`config.mk`:
```
export PLATFORM = sky130hd
export DESIGN_NAME = psv_core
export DESIGN_NICKNAME = d
export VERILOG_FILES = /design/src/hdl/psv_pkg.sv /design/src/hdl/psv_addr_gate.sv /design/src/hdl/psv_core.sv
export SDC_FILE = /design/constraint.sdc
export NUM_CORES = 1
export LEC_CHECK = 0
export BUFFER_PORTS_ARGS = -buffer_cell sky130_fd_sc_hd__buf_2
export CORE_MARGIN = 2
export CORE_UTILIZATION = 54
export CTS_CLUSTER_DIAMETER = 50
export DETAILED_ROUTE_END_ITERATION = 10
export PLACE_DENSITY_LB_ADDON = 0.12
export SYNTH_ARGS = -nofsm -noshare
export SYNTH_HDL_FRONTEND = slang
export SYNTH_SLANG_ARGS = --single-unit
```
`constraint.sdc`:
```
create_clock -name i_clock -period 6.3 [get_ports i_clock]
set_input_delay 0.315 -clock i_clock [delete_from_list [all_inputs] [get_ports i_clock]]
set_output_delay 0.315 -clock i_clock [all_outputs]
set_load 0.01 [all_outputs]
```
`src/hdl/psv_pkg.sv`:
```
// shared constants for the program space, vector and setup word loader
package psv_pkg;

  // ----------------------------------------------------------------
  // address space
  // ----------------------------------------------------------------
  localparam int          PC_W      = 21;
  localparam int          WORD_W    = 16;
  localparam int          STK_W     = 5;
  localparam int          DADDR_W   = 12;
  localparam int          DATA_W    = 8;
  localparam logic [20:0] PC_STEP   = 21'h00_0002;
  localparam logic [15:0] NOP_WORD  = 16'h0000;

  // ----------------------------------------------------------------
  // fixed vectors
  // ----------------------------------------------------------------
  localparam logic [20:0] VEC_RESET = 21'h00_0000;
  localparam logic [20:0] VEC_HIGH  = 21'h00_0008;
  localparam logic [20:0] VEC_LOW   = 21'h00_0018;

  // ----------------------------------------------------------------
  // memory size variants and setup word area
  // ----------------------------------------------------------------
  localparam logic [1:0]  SIZE_8K   = 2'h0;
  localparam logic [1:0]  SIZE_16K  = 2'h1;
  localparam logic [1:0]  SIZE_32K  = 2'h2;
  localparam logic [20:0] TOP_8K    = 21'h00_2000;
  localparam logic [20:0] TOP_16K   = 21'h00_4000;
  localparam logic [20:0] TOP_32K   = 21'h00_8000;
  localparam logic [20:0] CFG_BYTES = 21'h00_0008;
  localparam int          CFG_WORDS = 4;
  localparam logic [1:0]  CFG_LAST  = 2'h3;

  // ----------------------------------------------------------------
  // sequencer states
  // ----------------------------------------------------------------
  typedef enum logic [1:0] {
    ST_CFG,
    ST_DRAIN,
    ST_RUN
  } psv_state_t;

endpackage

```
`src/hdl/psv_addr_gate.sv`:
```
// decodes a program address against the implemented memory size
`timescale 1ns/1ps
`default_nettype none

module psv_addr_gate
  import psv_pkg::*;
(
  // address under test
  input  wire logic [20:0] i_addr,
  // memory size variant
  input  wire logic [1:0]  i_size,
  // decode results
  output logic             o_in_range,
  output logic [20:0]      o_cfg_base
);

  logic [20:0] top;

  // top of on-chip memory per variant; unknown codes fall to the largest part
  always_comb
  begin
    case (i_size)
      SIZE_8K:  top = TOP_8K;
      SIZE_16K: top = TOP_16K;
      SIZE_32K: top = TOP_32K;
      default:  top = TOP_32K;
    endcase
  end

  // setup words sit in the last eight bytes of on-chip memory
  assign o_in_range = (i_addr < top);       // RL2
  assign o_cfg_base = top - CFG_BYTES;      // RL9

endmodule
`default_nettype wire

```
`src/hdl/psv_core.sv`:
```
// program counter, vectors, zero fill and setup word copy for the core
// ----------------------------------------------------------------
// How it works
// [RL1] 21-bit program counter spans 2-Mbyte space
// [RL2] fetch above implemented memory returns zero
// [RL3] every reset loads program counter with 0000h
// [RL4] fixed vectors 0008h high, 0018h low
// [RL5] interrupt wake pushes PC, advances stack pointer
// [RL6] interrupt wake loads PC with matching vector
// [RL7] top four words copied to setup registers
// [RL8] bytes ascend, low byte first; fourth reserved
// [RL9] setup area 1FF8h/3FF8h/7FF8h by size
// [RL10] memory size selectable 8 to 32 Kbytes
// [RL11] separate program and data buses, concurrent
// [RL12] fetch held until setup copy completes
// ----------------------------------------------------------------
`timescale 1ns/1ps
`default_nettype none

module psv_core
  import psv_pkg::*;
(
  // clock and reset
  input  wire logic               i_clock,
  input  wire logic               i_rst_b,
  // variant strap, caught while reset is held
  input  wire logic [1:0]         i_mem_size,
  // core control
  input  wire logic               i_fetch_req,
  input  wire logic               i_jump,
  input  wire logic [20:0]        i_jump_addr,
  input  wire logic               i_wake_irq,
  input  wire logic               i_wake_high,
  input  wire logic               i_high_priority_global_irq_enable,
  input  wire logic               i_low_priority_global_irq_enable,
  // core data side
  input  wire logic               i_data_req,
  input  wire logic               i_data_we,
  input  wire logic [11:0]        i_data_addr,
  input  wire logic [7:0]         i_data_wdata,
  // program memory port
  input  wire logic [15:0]        i_pmem_data,
  output logic                    o_pmem_rd,
  output logic [20:0]             o_pmem_addr,
  // data memory port
  output logic                    o_dmem_req,
  output logic                    o_dmem_we,
  output logic [11:0]             o_dmem_addr,
  output logic [7:0]              o_dmem_wdata,
  // instruction and program counter
  output logic                    o_fetch_ready,
  output logic                    o_instr_valid,
  output logic [15:0]             o_instr,
  output logic [20:0]             o_pc,
  // stack top and pointer
  output logic [7:0]              o_stack_top_upper_byte,
  output logic [7:0]              o_stack_top_high_byte,
  output logic [7:0]              o_stack_top_low_byte,
  output logic [4:0]              o_hardware_stack_pointer,
  // setup words
  output logic [15:0]             o_setup_word_one,
  output logic [15:0]             o_setup_word_two,
  output logic [15:0]             o_setup_word_three,
  output logic [15:0]             o_setup_word_four_reserved
);

  // ----------------------------------------------------------------
  // state
  // ----------------------------------------------------------------
  psv_state_t   state_r,  state_nxt;
  logic [1:0]   size_r,   size_nxt;
  logic [20:0]  pc_r,     pc_nxt;
  logic [20:0]  tos_r,    tos_nxt;
  logic [4:0]   sp_r,     sp_nxt;
  logic [1:0]   idx_r,    idx_nxt;
  logic [1:0]   ridx_r,   ridx_nxt;
  logic         pend_r,   pend_nxt;
  logic         pcfg_r,   pcfg_nxt;
  logic         zpend_r,  zpend_nxt;
  logic         done_r,   done_nxt;
  logic         rd_r,     rd_nxt;
  logic [20:0]  addr_r,   addr_nxt;
  logic         ival_r,   ival_nxt;
  logic [15:0]  instr_r,  instr_nxt;
  logic [15:0]  cfg_r     [CFG_WORDS];
  logic [15:0]  cfg_nxt   [CFG_WORDS];
  logic         in_range;
  logic [20:0]  cfg_base;
  logic         wake_take;

  // decode of the current pc against the strapped size
  psv_addr_gate u_gate (
    .i_addr     (pc_r),
    .i_size     (size_r),
    .o_in_range (in_range),
    .o_cfg_base (cfg_base)
  );

  // wake only redirects when either global enable is set
  assign wake_take = i_wake_irq
                   & (i_high_priority_global_irq_enable | i_low_priority_global_irq_enable);

  // ----------------------------------------------------------------
  // next state
  // ----------------------------------------------------------------
  always_comb
  begin
    state_nxt = state_r;
    size_nxt  = size_r;
    pc_nxt    = pc_r;
    tos_nxt   = tos_r;
    sp_nxt    = sp_r;
    idx_nxt   = idx_r;
    ridx_nxt  = ridx_r;
    pend_nxt  = 1'b0;
    pcfg_nxt  = pcfg_r;
    zpend_nxt = 1'b0;
    done_nxt  = done_r;
    rd_nxt    = 1'b0;
    addr_nxt  = addr_r;
    ival_nxt  = 1'b0;
    instr_nxt = instr_r;
    cfg_nxt   = cfg_r;
    // memory answers in the same cycle as the read strobe
    if (pend_r)
    begin
      if (pcfg_r)
        cfg_nxt[ridx_r] = i_pmem_data;       // RL7 RL8
      else
      begin
        instr_nxt = i_pmem_data;
        ival_nxt  = 1'b1;
      end
    end
    // beyond the implemented top no read is issued, a nop comes back
    if (zpend_r)
    begin
      instr_nxt = NOP_WORD;                  // RL2
      ival_nxt  = 1'b1;
    end
    case (state_r)
      ST_CFG:
      begin
        // one word per cycle, lowest address first
        rd_nxt   = 1'b1;
        addr_nxt = cfg_base + {18'h0_0000, idx_r, 1'b0};   // RL8 RL9
        pend_nxt = 1'b1;
        pcfg_nxt = 1'b1;
        ridx_nxt = idx_r;
        if (idx_r == CFG_LAST)
          state_nxt = ST_DRAIN;
        else
          idx_nxt = idx_r + 2'h1;
      end
      ST_DRAIN:
      begin
        // last word lands this cycle; fetch opens only afterwards
        state_nxt = ST_RUN;
        done_nxt  = 1'b1;                    // RL12
      end
      ST_RUN:
      begin
        if (wake_take)
        begin
          tos_nxt = pc_r;                    // RL5
          sp_nxt  = sp_r + 5'h01;            // RL5
          pc_nxt  = i_wake_high ? VEC_HIGH : VEC_LOW;   // RL4 RL6
        end
        else if (i_jump)
          pc_nxt = {i_jump_addr[20:1], 1'b0};
        else if (i_fetch_req)
        begin
          if (in_range)
          begin
            rd_nxt   = 1'b1;
            addr_nxt = pc_r;
            pend_nxt = 1'b1;
            pcfg_nxt = 1'b0;
          end
          else
            zpend_nxt = 1'b1;                // RL2
          pc_nxt = pc_r + PC_STEP;           // RL1
        end
      end
      default:
        state_nxt = ST_CFG;
    endcase
    // strap is tracked only while reset is held
    if (!i_rst_b)
      size_nxt = i_mem_size;                 // RL10
  end

  // ----------------------------------------------------------------
  // registers
  // ----------------------------------------------------------------
  always_ff @(posedge i_clock)
  begin
    size_r <= size_nxt;
    if (!i_rst_b)
    begin
      state_r <= ST_CFG;
      pc_r    <= VEC_RESET;                  // RL3
      tos_r   <= 21'h00_0000;
      sp_r    <= 5'h00;
      idx_r   <= 2'h0;
      ridx_r  <= 2'h0;
      pend_r  <= 1'b0;
      pcfg_r  <= 1'b0;
      zpend_r <= 1'b0;
      done_r  <= 1'b0;                       // RL12
      rd_r    <= 1'b0;
      addr_r  <= 21'h00_0000;
      ival_r  <= 1'b0;
      instr_r <= NOP_WORD;
      cfg_r   <= '{default: 16'h0000};
    end
    else
    begin
      state_r <= state_nxt;
      pc_r    <= pc_nxt;
      tos_r   <= tos_nxt;
      sp_r    <= sp_nxt;
      idx_r   <= idx_nxt;
      ridx_r  <= ridx_nxt;
      pend_r  <= pend_nxt;
      pcfg_r  <= pcfg_nxt;
      zpend_r <= zpend_nxt;
      done_r  <= done_nxt;
      rd_r    <= rd_nxt;
      addr_r  <= addr_nxt;
      ival_r  <= ival_nxt;
      instr_r <= instr_nxt;
      cfg_r   <= cfg_nxt;
    end
  end

  // ----------------------------------------------------------------
  // data bus, registered on its own path
  // ----------------------------------------------------------------
  // never shares a strobe with the fetch port, so both run each cycle
  always_ff @(posedge i_clock)
  begin
    if (!i_rst_b)
    begin
      o_dmem_req   <= 1'b0;
      o_dmem_we    <= 1'b0;
      o_dmem_addr  <= 12'h000;
      o_dmem_wdata <= 8'h00;
    end
    else
    begin
      o_dmem_req   <= i_data_req;            // RL11
      o_dmem_we    <= i_data_req & i_data_we;
      o_dmem_addr  <= i_data_addr;
      o_dmem_wdata <= i_data_wdata;
    end
  end

  // ----------------------------------------------------------------
  // outputs, all taken from flops
  // ----------------------------------------------------------------
  assign o_pmem_rd                = rd_r;
  assign o_pmem_addr              = addr_r;
  assign o_fetch_ready            = done_r;
  assign o_instr_valid            = ival_r;
  assign o_instr                  = instr_r;
  assign o_pc                     = pc_r;
  assign o_stack_top_upper_byte   = {3'h0, tos_r[20:16]};
  assign o_stack_top_high_byte    = tos_r[15:8];
  assign o_stack_top_low_byte     = tos_r[7:0];
  assign o_hardware_stack_pointer = sp_r;
  assign o_setup_word_one         = cfg_r[0];
  assign o_setup_word_two         = cfg_r[1];
  assign o_setup_word_three       = cfg_r[2];
  assign o_setup_word_four_reserved = cfg_r[3];
endmodule
`default_nettype wire

```
==> flow_summary.yaml <==
run_status:
  status: "completed"
place:
  gp_congestion: 0.8755
  dpl.hpwl_um: 13200
  dpl_cell_area_sq_um: 8117
  dp.cells: 1181
  port_buffers: 237
timing:
  max_freq_mhz: 395.9
  slew_headroom: 0.1693
  finalSetupTns_ns: 0
  tightestPinTransition_ns: 1.241
  setup-violations-final: 0
  maxSlewViolCount: 0
  skew_ns: 0.007118
  grt_setup_unrepaired: "false"
  fin_crit_sh: 0.4009
  hold_viol: 0
  min_period_ns: 2.526
global_routing:
  antenna_found_initial: 0
  grt_first_pass_wirelength_um: 30940
  grt-ovfl-total: 0
  grt_start_max_net_pins: 107
  grtUsageTotal: 0.2773
  grt_pass1_vias: 5892
floorplan:
  rows: 41
  die-area_sq_um: 13880
  fp.coreArea_sq_um: 12620
  start_util: 0.5541
  die_w_um: 117.8
  io_pins: 245
  die_h_um: 117.8
synth:
  synth_top_area_share: 0.5096
  synth_edf_count: 2
  yosysSeqAreaShare: 0.5182
  yosysTopAreaCell: "dfxtp_1"
  synth_ff_type: "dfxtp_1"
  synth_most_common_cell: "nand2_1"
  syn_area_sq_um: 6993
  syn_inst: 827
  synthTopCellsByArea: "dfxtp_1, nand2_1, a21oi_1, and2_1, clkbuf_1"
  synth_seq_cells: 180
  yosysWarnings: 0
  postSynthAreaPerCell_sq_um: 8.456
  netlist-cell-type-count: 63
  synthArstFlopShare: 0
  yosys-top-cells-count: "nand2_1, dfxtp_1, a21oi_1"
drt:
  dr_wl_met2_um: 9001
  wl_met1_um: 8588
  vias: 6599
  dr_wl_met3_um: 1655
  antenna_left: 0
  wl_per_cell_um: 16.19
  drt_wl_total_um: 19640
  top_layer_used: "met4"
  drt_iter0_drc: 528
  viasPerCell: 5.440
  drc: 0
  first_pass_iters: 5
setup_path:
  critPathRequiredTime_ns: 6.68
  cp_max_fo: 19
  worstSetupStartpointType: "register"
  end_kind: "register"
  arrival_ns: 2.90
  r2r_cells: 7
  critPathLaunch: "size_r[1]"
  rr_endpoint: "o_pmem_addr[18]"
  rrSetupSlack_ns: 3.77
  timing.rr.start: "size_r[1]"
  crit_type: "register to register"
power:
  ir_worst_vdd_uv: 167.8
  total_leakage_power_nw: 3.780
  cellPowerDensity_nw_per_um2: 319.6
cells_and_area:
  drive_above_1_share: 0.2757
  multi_input_area_sq_um: 2997
  nFillCells: 1093
  stdcell_count: 1213
  diodes: 0
  regArea_sq_um: 3623
  design_area_sq_um: 8771
  syn_to_final_growth_pct: 25.42
  nets: 1102
clock_network:
  ctsResizeCount: 0
  post_cts_buffers: 0
  clk_path_buf_depth: 2
  postCtsHoldBufs: 0
  clk_pin_slew_ns: 0.07
  ctsHtreeMaxLevel: 4
  clk_latency_ns: 0.43
  clock-sinks: 180
  cts_tree: "yes"
  cts_buffers: 17
  root_buffer: "clkbuf_16"
hold_path:
  hp-start: "i_mem_size[0]"
  hp-class: "primary input to register"
  hold_end: "size_r[0]"
  min_path_cells: 1
flow_run:
  cap_violations: 0
==> power breakdown <==
part	switching [W]	total [W]	internal, W
Sequential	0.0000579	0.00128	0.00122
Combinational	0.000227	0.000359	0.000133
Clock	0.000459	0.00117	0.000709
==> worst max-delay path by stage <==
stage	cells past startpoint	to	slack, ns
global route	7	o_pmem_addr[19]	3.59
global placement	5	o_pmem_addr[18]	3.62
floorplan	6	o_pc[19]	4.19
CTS	7	o_pmem_addr[18]	3.81
detailed placement	5	o_pmem_addr[18]	3.66
finish	7	o_pmem_addr[18]	3.77
==> per-stage QoR <==
step | power [W] | hold WS [ns] | setup slack [ns] | utilization
2_1_floorplan | 0.001509 | 0.4139 | 4.189 | -
3_3_place_gp | 0.001649 | 0.4336 | 3.623 | 0.6432
3_5_place_dp | 0.001654 | 0.4406 | 3.663 | 0.6432
4_1_cts | 0.002815 | 0.04531 | 3.805 | 0.6950
5_1_grt | 0.002910 | 0.04167 | 3.590 | 0.6950
6_report | 0.002803 | 0.06109 | 3.774 | 0.6950
==> critical path: stages (launching register included) <==
cell      delay, ns
edfxtp_1       0.42
inv_1          0.12
nand2_1        0.07
ha_1           0.26
o21ai_0        0.07
o211a_1        0.28
a211oi_2       1.02
and2_1         0.23
==> logic make-up (layout without fill, tap and decap cells) <==
| kind of cell | after synthesis | after routing | share of synthesized area |
|---|---|---|---|
| xor gates and xnor gates | 7 | 7 | 0.008767 |
| and+or+nand+nor | 358 | 358 | 0.2290 |
| AOI/OAI and AO/OA | 194 | 194 | 0.1727 |
| muxes | 3 | 3 | 0.004473 |
| buffers and inverters | 79 | 288 | 0.05743 |
| other | 1 | 6 | 0.0005363 |
| DFF | 180 | 180 | 0.5182 |
| adders and majority gates | 5 | 5 | 0.008946 |
==> flip-flops by register name, summed over array words and instances, names as in the netlist, 2 cells and up <==
name	cells
o_setup_word_one	16
o_instr	16
o_dmem_wdata	8
o_dmem_addr	12
size_r	2
idx_r	2
o_setup_word_two	16
o_pmem_addr	20
tos_r	20
ridx_r	2
o_hardware_stack_pointer	5
o_setup_word_three	16
o_setup_word_four_reserved	16
o_pc	20
state_r	2
==> layout by cell type, fill, tap and decap left out, types with 9 or more instances in the layout <==
cell type,synthesis,routed
dfxtp_1,178,178
a21oi_1,111,111
nand3_1,9,9
clkbuf_16,0,17
and2_1,28,28
buf_2,3,237
nor2_1,36,36
nand4_1,11,11
nor3_1,12,10
inv_1,12,12
nand2_1,227,227
o21a_1,10,10
o2bb2ai_1,15,15
==> cell type report <==
class                      count  area share
multi-input combinational    573      0.3417
inverter                      13    0.005706
timing repair buffer         243      0.1404
sequential                   180      0.4131
clock buffer                  18     0.04893
clock inverter                14     0.02568
tap                          172     0.02454
==> per-layer routing <==
metal  global-route usage  vias to the layer above
met4               0.1017                        0
met1               0.3702                     3063
met3              0.08285                       26
met2               0.4259                      303
li1                     -                     3207
met5                    0                        -
Power figures use the tool's default switching activity.
